==> config.mk <==
export PLATFORM = sky130hd
export DESIGN_NAME = rsc_device_flat
export DESIGN_NICKNAME = d
export VERILOG_FILES = /design/src/hdl/rsc_pkg.sv /design/src/hdl/rsc_link_if.sv /design/src/hdl/rsc_device.sv /design/src/hdl/rsc_sync2.sv /design/src/flat_wrapper.sv
export SDC_FILE = /design/constraint.sdc
export NUM_CORES = 1
export LEC_CHECK = 0
export BUFFER_PORTS_ARGS = -buffer_cell sky130_fd_sc_hd__buf_2
export CORE_MARGIN = 3
export CORE_UTILIZATION = 64
export CTS_CLUSTER_DIAMETER = 60
export CTS_CLUSTER_SIZE = 28
export DETAILED_ROUTE_END_ITERATION = 6
export PLACE_DENSITY = 0.87
export SLEW_MARGIN = 5
export SYNTH_ARGS = -nofsm -noshare
export SYNTH_HDL_FRONTEND = slang
export SYNTH_SLANG_ARGS = --single-unit
==> constraint.sdc <==
create_clock -name clk_sys -period 4.35 [get_ports clk_sys]
set_input_delay 0.435 -clock clk_sys [delete_from_list [all_inputs] [get_ports clk_sys]]
set_output_delay 0.435 -clock clk_sys [all_outputs]
set_load 0.01 [all_outputs]
==> src/hdl/rsc_pkg.sv <==
// package: constants and types shared by the rheostat serial command ends
package rsc_pkg;
  localparam int FRAME_BITS = 16;
  localparam int DATA_BITS = 10;
  localparam int CMD_LSB = 10;
  localparam int CMD_MSB = 13;
  localparam int SLOT_COUNT = 50;
  localparam logic [5:0] FIRST_SLOT = 6'h01;
  localparam logic [3:0] CMD_NOP = 4'h0;
  localparam logic [3:0] CMD_WRITE_WIPER = 4'h1;
  localparam logic [3:0] CMD_READ_WIPER = 4'h2;
  localparam logic [3:0] CMD_STORE = 4'h3;
  localparam logic [3:0] CMD_SOFT_RESET = 4'h4;
  localparam logic [3:0] CMD_READ_SLOT = 4'h5;
  localparam logic [3:0] CMD_READ_LAST = 4'h6;
  localparam logic [3:0] CMD_WRITE_CTRL = 4'h7;
  localparam logic [3:0] CMD_READ_CTRL = 4'h8;
  localparam logic [3:0] CMD_SHUTDOWN = 4'h9;
  localparam logic [9:0] MIDSCALE = 10'h200;
  localparam logic [2:0] CTRL_RESET = 3'h0;
  localparam int CTRL_FUSE_EN = 0;
  localparam int CTRL_WIPER_EN = 1;
  localparam int CTRL_PERF = 2;
  // fuse store lock time, microseconds, at 100 MHz
  localparam int STORE_TIME_US = 350000;
  localparam int CLK_MHZ = 100;
  localparam int STORE_CYCLES = STORE_TIME_US * CLK_MHZ;
  // host serial clock divider: half period in system clocks (160 ns period)
  localparam int SCLK_HALF = 8;
  // host register port offsets
  localparam logic [3:0] HOST_ADDR_CMD = 4'h0;
  localparam logic [3:0] HOST_ADDR_STATUS = 4'h4;
  localparam logic [3:0] HOST_ADDR_READ = 4'h8;
  typedef enum logic [2:0] {
    H_IDLE = 3'b001,
    H_SHIFT = 3'b010,
    H_GAP = 3'b100
  } rsc_host_state_type;
endpackage

==> src/hdl/rsc_link_if.sv <==
// interface: four-wire serial link between host and rheostat core
interface rsc_link_if;
  logic syncN;
  logic sclk;
  logic din;
  logic sdoOut;
  logic sdoOe;
  logic serial_data_out;
  // open drain with pull-up: low only while the device pulls
  assign serial_data_out = sdoOe ? sdoOut : 1'b1;
  modport device (input syncN, input sclk, input din, output sdoOut, output sdoOe);
  modport host (output syncN, output sclk, output din, input serial_data_out);
endinterface

==> src/hdl/rsc_device.sv <==
// module: rheostat serial command core, device end of the link
// Function
// RULE1 - frame: two zero bits, command, ten data
// RULE2 - bits shift in MSB first
// RULE3 - 256 variant ignores two low data bits
// RULE4 - host holds sync low whole word
// RULE5 - decode word on sync rising edge
// RULE6 - frames counted in multiples of sixteen bits
// RULE7 - no serial clock needed between frames
// RULE8 - wiper register drives tap, zero is A
// RULE9 - command 1 loads wiper register
// RULE10 - command 3 stores wiper into fuse slot
// RULE11 - slots start at 1, at most 50
// RULE12 - store locks shift register about 350 ms
// RULE13 - fuse program done bit readable
// RULE14 - unprogrammed power-up gives midscale
// RULE15 - power-up restores last stored value; rst_n clears lastSlot here, so power-up gives midscale
// RULE16 - wiper write enable resets zero, blocks
// RULE17 - command 7 sets wiper write enable
// RULE18 - fuse program enable resets zero, gates store
// RULE19 - sample data on serial clock falling edges
// RULE20 - short frame discarded, nothing changes
// RULE21 - command 4 reloads last slot or midscale
// RULE22 - command 7 writes control, 8 reads
// RULE23 - midscale is only data MSB set
module rsc_device
  import rsc_pkg::*;
#(
  parameter int STORE_LOCK = rsc_pkg::STORE_CYCLES,
  parameter bit NARROW = 1'b0
)
(
  input wire logic clk_sys,
  input wire logic rst_n,
  rsc_link_if.device link,
  output logic [9:0] wiperTap,
  output logic storeBusy,
  output logic shutdown
);
  import rsc_pkg::*;

  logic syncS, sclkS, dinS;
  logic syncD, sclkD;
  logic [15:0] shiftIn;
  logic [15:0] shiftOut;
  logic [3:0] bitCount;
  logic frameFull;
  logic [2:0] ctrl;
  logic fuseDone;
  logic [9:0] wiper;
  logic [9:0] fuseMem [1:SLOT_COUNT];
  logic [5:0] lastSlot;
  logic [31:0] lockCount;
  logic booted;
  logic [15:0] nextOut;
  logic [9:0] restoreValue;

  rsc_sync2 uSync (.clk_sys(clk_sys), .rst_n(rst_n), .d(link.syncN), .q(syncS));
  rsc_sync2 uSclk (.clk_sys(clk_sys), .rst_n(rst_n), .d(link.sclk), .q(sclkS));
  rsc_sync2 uDin (.clk_sys(clk_sys), .rst_n(rst_n), .d(link.din), .q(dinS));

  // edge detection only after the synchroniser; a parked clock simply yields no edges
  always_ff @(posedge clk_sys or negedge rst_n)
  begin
    if (!rst_n)
    begin
      syncD <= 1'b1;
      sclkD <= 1'b1;
    end
    else
    begin
      syncD <= syncS;
      sclkD <= sclkS; // RULE7
    end
  end

  wire sclkFall = sclkD && !sclkS && !syncS; // RULE19
  wire syncRise = !syncD && syncS; // RULE5
  wire syncFall = syncD && !syncS;
  wire [3:0] cmd = shiftIn[CMD_MSB:CMD_LSB]; // RULE1
  wire [9:0] data = shiftIn[DATA_BITS-1:0];
  wire locked = lockCount != 32'h0;
  wire decodeNow = syncRise && frameFull && bitCount == 4'h0 && !locked; // RULE6 RULE20 RULE12

  // restore source: last programmed slot, or midscale when none
  always_comb
  begin
    restoreValue = MIDSCALE; // RULE14 RULE23
    if (lastSlot != 6'h00)
      restoreValue = fuseMem[lastSlot]; // RULE15 RULE21
  end

  always_ff @(posedge clk_sys or negedge rst_n)
  begin
    if (!rst_n)
    begin
      shiftIn <= 16'h0000;
      bitCount <= 4'h0;
      frameFull <= 1'b0;
    end
    else if (syncFall)
    begin
      bitCount <= 4'h0;
      frameFull <= 1'b0;
    end
    // input shift register frozen while a store is under way
    else if (sclkFall && !locked) // RULE12
    begin
      shiftIn <= {shiftIn[14:0], dinS}; // RULE2
      bitCount <= bitCount + 4'h1; // RULE6
      if (bitCount == 4'hf)
        frameFull <= 1'b1;
    end
  end

  // readback register loaded on decode, shifted out on falling edges of the next frame
  always_comb
  begin
    nextOut = shiftIn; // daisy-chain echo by default
    case (cmd)
      CMD_READ_WIPER: nextOut = {6'h00, NARROW ? {wiper[9:2], 2'b00} : wiper}; // RULE3
      CMD_READ_SLOT: nextOut = {6'h00, (data[5:0] >= FIRST_SLOT && data[5:0] <= 6'(SLOT_COUNT))
                                 ? fuseMem[data[5:0]] : 10'h000};
      CMD_READ_LAST: nextOut = {10'h000, lastSlot};
      CMD_READ_CTRL: nextOut = {12'h000, fuseDone, ctrl}; // RULE13 RULE22
      default: nextOut = shiftIn;
    endcase
  end

  always_ff @(posedge clk_sys or negedge rst_n)
  begin
    if (!rst_n)
      shiftOut <= 16'h0000;
    else if (decodeNow)
      shiftOut <= nextOut;
    else if (sclkFall)
      shiftOut <= {shiftOut[14:0], 1'b0};
  end

  assign link.sdoOut = 1'b0;
  assign link.sdoOe = !syncS && !shiftOut[15];

  // control bits
  always_ff @(posedge clk_sys or negedge rst_n)
  begin
    if (!rst_n)
      ctrl <= CTRL_RESET; // RULE16 RULE18
    else if (decodeNow && cmd == CMD_WRITE_CTRL)
      ctrl <= data[2:0]; // RULE17 RULE22
  end

  always_ff @(posedge clk_sys or negedge rst_n)
  begin
    if (!rst_n)
      shutdown <= 1'b0;
    else if (decodeNow && cmd == CMD_SHUTDOWN)
      shutdown <= data[0];
    else if (decodeNow && cmd == CMD_SOFT_RESET)
      shutdown <= 1'b0;
  end

  // wiper register; first cycle after reset loads restoreValue, which is midscale because rst_n clears lastSlot
  always_ff @(posedge clk_sys or negedge rst_n)
  begin
    if (!rst_n)
    begin
      wiper <= MIDSCALE;
      booted <= 1'b0;
    end
    else if (!booted)
    begin
      wiper <= restoreValue; // RULE14 RULE15
      booted <= 1'b1;
    end
    else if (decodeNow && cmd == CMD_SOFT_RESET)
      wiper <= restoreValue; // RULE21 RULE16
    else if (decodeNow && cmd == CMD_WRITE_WIPER && ctrl[CTRL_WIPER_EN])
      wiper <= NARROW ? {data[9:2], 2'b00} : data; // RULE9 RULE3 RULE17
  end

  assign wiperTap = wiper; // RULE8

  // fuse store: one slot per command, then a long lock
  always_ff @(posedge clk_sys or negedge rst_n)
  begin
    if (!rst_n)
    begin
      lockCount <= 32'h0;
      fuseDone <= 1'b0;
    end
    // a full memory refuses the store outright, so no lock and done stays set
    else if (decodeNow && cmd == CMD_STORE && ctrl[CTRL_FUSE_EN] && lastSlot < 6'(SLOT_COUNT)) // RULE18 RULE11
    begin
      lockCount <= 32'(STORE_LOCK); // RULE12
      fuseDone <= 1'b0;
    end
    else if (lockCount == 32'h1)
    begin
      lockCount <= 32'h0;
      fuseDone <= 1'b1; // RULE13
    end
    else if (locked)
      lockCount <= lockCount - 32'h1;
  end

  // fuse array is not reset: it models nonvolatile content across rst_n
  always_ff @(posedge clk_sys)
  begin
    if (decodeNow && cmd == CMD_STORE && ctrl[CTRL_FUSE_EN] && lastSlot < 6'(SLOT_COUNT))
      fuseMem[lastSlot + 6'h01] <= wiper; // RULE10
  end

  always_ff @(posedge clk_sys or negedge rst_n)
  begin
    if (!rst_n)
      lastSlot <= 6'h00;
    else if (decodeNow && cmd == CMD_STORE && ctrl[CTRL_FUSE_EN] && lastSlot < 6'(SLOT_COUNT))
      lastSlot <= lastSlot + 6'h01; // RULE11
  end

  assign storeBusy = locked;
endmodule

==> src/hdl/rsc_sync2.sv <==
// module: two-flip-flop synchroniser for one level
module rsc_sync2 (
  input wire logic clk_sys,
  input wire logic rst_n,
  input wire logic d,
  output logic q
);
  logic stage1;
  always_ff @(posedge clk_sys or negedge rst_n)
  begin
    if (!rst_n)
    begin
      stage1 <= 1'b1;
      q <= 1'b1;
    end
    else
    begin
      stage1 <= d;
      q <= stage1;
    end
  end
endmodule

==> src/flat_wrapper.sv <==
// flat-port wrapper written by rule: the top's interface ports become plain ports
module rsc_device_flat import rsc_pkg::*;
#(
  parameter int STORE_LOCK = rsc_pkg::STORE_CYCLES,
  parameter bit NARROW = 1'b0
)
  (clk_sys, rst_n, wiperTap, storeBusy, shutdown, link_syncN, link_sclk, link_din, link_sdoOut, link_sdoOe);
  rsc_link_if link_i ();
  input wire logic clk_sys;
  input wire logic rst_n;
  output logic [9:0] wiperTap;
  output logic storeBusy;
  output logic shutdown;
  input wire logic [$bits(link_i.syncN)-1:0] link_syncN;
  input wire logic [$bits(link_i.sclk)-1:0] link_sclk;
  input wire logic [$bits(link_i.din)-1:0] link_din;
  output wire logic [$bits(link_i.sdoOut)-1:0] link_sdoOut;
  output wire logic [$bits(link_i.sdoOe)-1:0] link_sdoOe;
  assign link_i.syncN = link_syncN;
  assign link_i.sclk = link_sclk;
  assign link_i.din = link_din;
  assign link_sdoOut = link_i.sdoOut;
  assign link_sdoOe = link_i.sdoOe;
  rsc_device #(.STORE_LOCK(STORE_LOCK), .NARROW(NARROW)) u_core (.clk_sys(clk_sys), .rst_n(rst_n), .link(link_i), .wiperTap(wiperTap), .storeBusy(storeBusy), .shutdown(shutdown));
endmodule
==> flow_summary.ini <==
[yosys]
synth-edff-count = 500
synthCells = 1738
synth_xor_area_share_pct = 1.23
syn_area_per_cell_um2 = 16.3
synth_warnings = 0
synth_top_family_by_area = multiplexers
ys_types = 69
synth-seq-cells = 599
syn_area_mm2 = 0.0284
async_flop_share_pct = 16.5
synth_adder_area_share_pct = 0.264
yosysSeqAreaShare_pct = 61.6
synth_compound_area_share_pct = 5.44
yosys_most_used_dff = edfxtp_1
synthMuxAreaShare_pct = 23.5
yosys.area_share.simple_pct = 5.82
syn_nets = 1749

[timing]
max_freq_ghz = 0.260
worst_slew_pin_slew_ns = 1.16
setup_viol = 0
hold_slack_ns = 0.364
slew_violations = 0
tns_ns = 0
min_period_ns = 3.84
grt_setup_unrepaired = no
max_slew_margin_pct = 22.7
hold_viol = 0
worst_clock_skew_ns = 0.0364
fin_crit_sh_pct = 88.3

[pwr]
ir_drop_mv = 0.359
power_w = 0.0125
powerDensity_mw_per_mm2 = 403
p_leak_nw = 9.96

[clocking]
clockBufferDepth = 3
htreeDepth = 2
root_buffer = clkbuf_16
clock_latency_ns = 0.61
cts.sinks = 599
path_clk_slew_ns = 0.09
cts_tree = yes
post_cts_buffers = 0
post_cts_resized = 0
cts_inserted_buffers = 38

[route]
wl_mm = 80.3
vias_per_cell = 7.68
avgRoutedWirePerCell_um = 33.6
dr.pass1.iters = 6
antenna_left = 0
drc_errors = 0
initialDrtViolationCount = 3353
num_vias = 18340

[final_layout]
final_cell_mix = edfxtp_1, mux4_2, nor2_1
area_delta_synth_final_pct = 9.45
final_cells = 2389
final_common_cell = edfxtp_1
final_cell_area_mm2 = 0.0311
final_nets = 1784
fill_cells = 2596
drive_gt1_share_pct = 27.2

[setup_path]
path_cells = or4_4 > and4b_1 > and4_1 > and4_1 > nand4_1 > nor2_1 > buf_4
critPathArrivalTime_ns = 4.13
startpoint = u_core.lockCount[17]
crit_fanout = 14
required_ns = 4.64
end_kind = flip-flop
critical_path_class = flip-flop to flip-flop
rr_startpoint = u_core.lockCount[17]
crit_path_start_kind = flip-flop
slowest_stage = nand4_1
crit_top_cell = and4_1
critPathBufInv = 1
cp_top_family = simple AND/OR/NAND/NOR gates
slowest_delay_ns = 0.77

[worst_hold_path]
hp-start = u_core.uDin.stage1
hp-class = flip-flop to flip-flop

[global_routing]
grt_usage_pct = 35.0
grt-ovfl-total = 0
grt_start_max_net_pins = 68
grt_pass1_vias = 18014
antenna_found_initial = 2
grt_pass1_wl_mm = 121

[die]
start_util_pct = 65.4
dieArea_mm2 = 0.0469
placementRows = 76
die_w_um = 217
ioPinCount = 19
die_h_um = 217
core_area_mm2 = 0.0435

[outcome]
status = completed

[placement]
dp_hpwl_mm = 52.8
placed_area_mm2 = 0.0296
port_buffers = 17
place.gp.congestion = 0.982
dp_cells = 2314

[flow_run]
max-cap-violations = 0
-- report_power, final --
part | internal (W) | switching, W
logic | 0.000772 | 0.00116
registers | 0.00623 | 0.000128
clock network | 0.00205 | 0.00219
-- area by class of cell --
type / instances / area, µm² / area share [%]
multi-input cells: 996 / 10300 / 33.2
inverters: 15 / 56.3 / 0.181
clock buffers: 41 / 1030 / 3.30
diodes: 1 / 2.50 / 0.00805
clock inverters: 29 / 430 / 1.38
repair buffers: 123 / 1010 / 3.24
well taps: 585 / 732 / 2.35
flip-flops and latches: 599 / 17500 / 56.4
-- Yosys cell counts (all sizes together), types with 14 or more instances --
master | n | share of area, %
edfxtp | 500 | 53
mux4 | 222 | 18
nor2 | 122 | 1.6
mux2i | 109 | 3.8
dfrtp | 90 | 7.9
clkbuf | 73 | 0.96
nand2 | 67 | 0.89
o21ai | 59 | 1.0
buf | 55 | 0.94
mux2 | 52 | 2.1
a21oi | 36 | 0.63
xnor2 | 28 | 0.86
nor3 | 26 | 0.46
nand4 | 21 | 0.46
a221oi | 18 | 0.55
a22oi | 17 | 0.45
nor2b | 16 | 0.35
nor4 | 15 | 0.33
o211ai | 15 | 0.40
inv | 14 | 0.18
-- final timing paths --
check / endpoint / slack [ns] / cells after the start
max: u_core.fuseMem[50][6] / 0.51 / 7
min: u_core.uDin.q / 0.36 / 0
max reg2reg: u_core.fuseMem[50][6] / 0.51 / 7
min reg2reg: u_core.uDin.q / 0.36 / 0
max in group asynchronous: u_core.wiperTap[8] / 2.86 / 3
min in group asynchronous: u_core.shiftOut[6] / 0.49 / 2
-- repair_timing --
| action | in CTS | in global routing |
|---|---|---|
| endpoints found under the setup margin | 0 | 0 |
| endpoints found under the hold margin | 61 | 0 |
| hold buffers | 4 | 0 |
-- cells by family (layout without fill, tap and decap cells) --
group	after synthesis	after routing
compound gates	225	225
xor+xnor	40	40
fa+ha+maj	6	6
buf+inv	143	208
flops	599	599
mux	383	383
other cells	2	3
simple gates	340	340
-- sequential cells by signal, indices dropped and copies added (netlist names), 3 cells and up --
name,flops
u_core.ctrl,3
u_core.wiperTap,10
u_core.fuseMem,500
u_core.bitCount,4
u_core.shiftOut,16
u_core.shiftIn,16
u_core.lockCount,32
u_core.lastSlot,6
-- per-layer routing --
layer	part of all wire [%]	vias to the layer above	global-route usage [%]
met1	34	9241	49.1
met2	45	1644	52.0
met4	6.1	5	15.7
li1	-	7146	-
met3	14	304	10.2
met5	0.062	-	0
-- metrics by stage --
stage | util (%) | worst slack (ns)
after floorplan | - | 0.853
after global placement | 68.1 | 0.842
after detailed placement | 68.1 | 0.704
after CTS | 71.5 | 0.686
after global routing | 71.5 | 0.477
final | 71.5 | 0.509
Note: power is estimated with default switching activity, not from simulation.
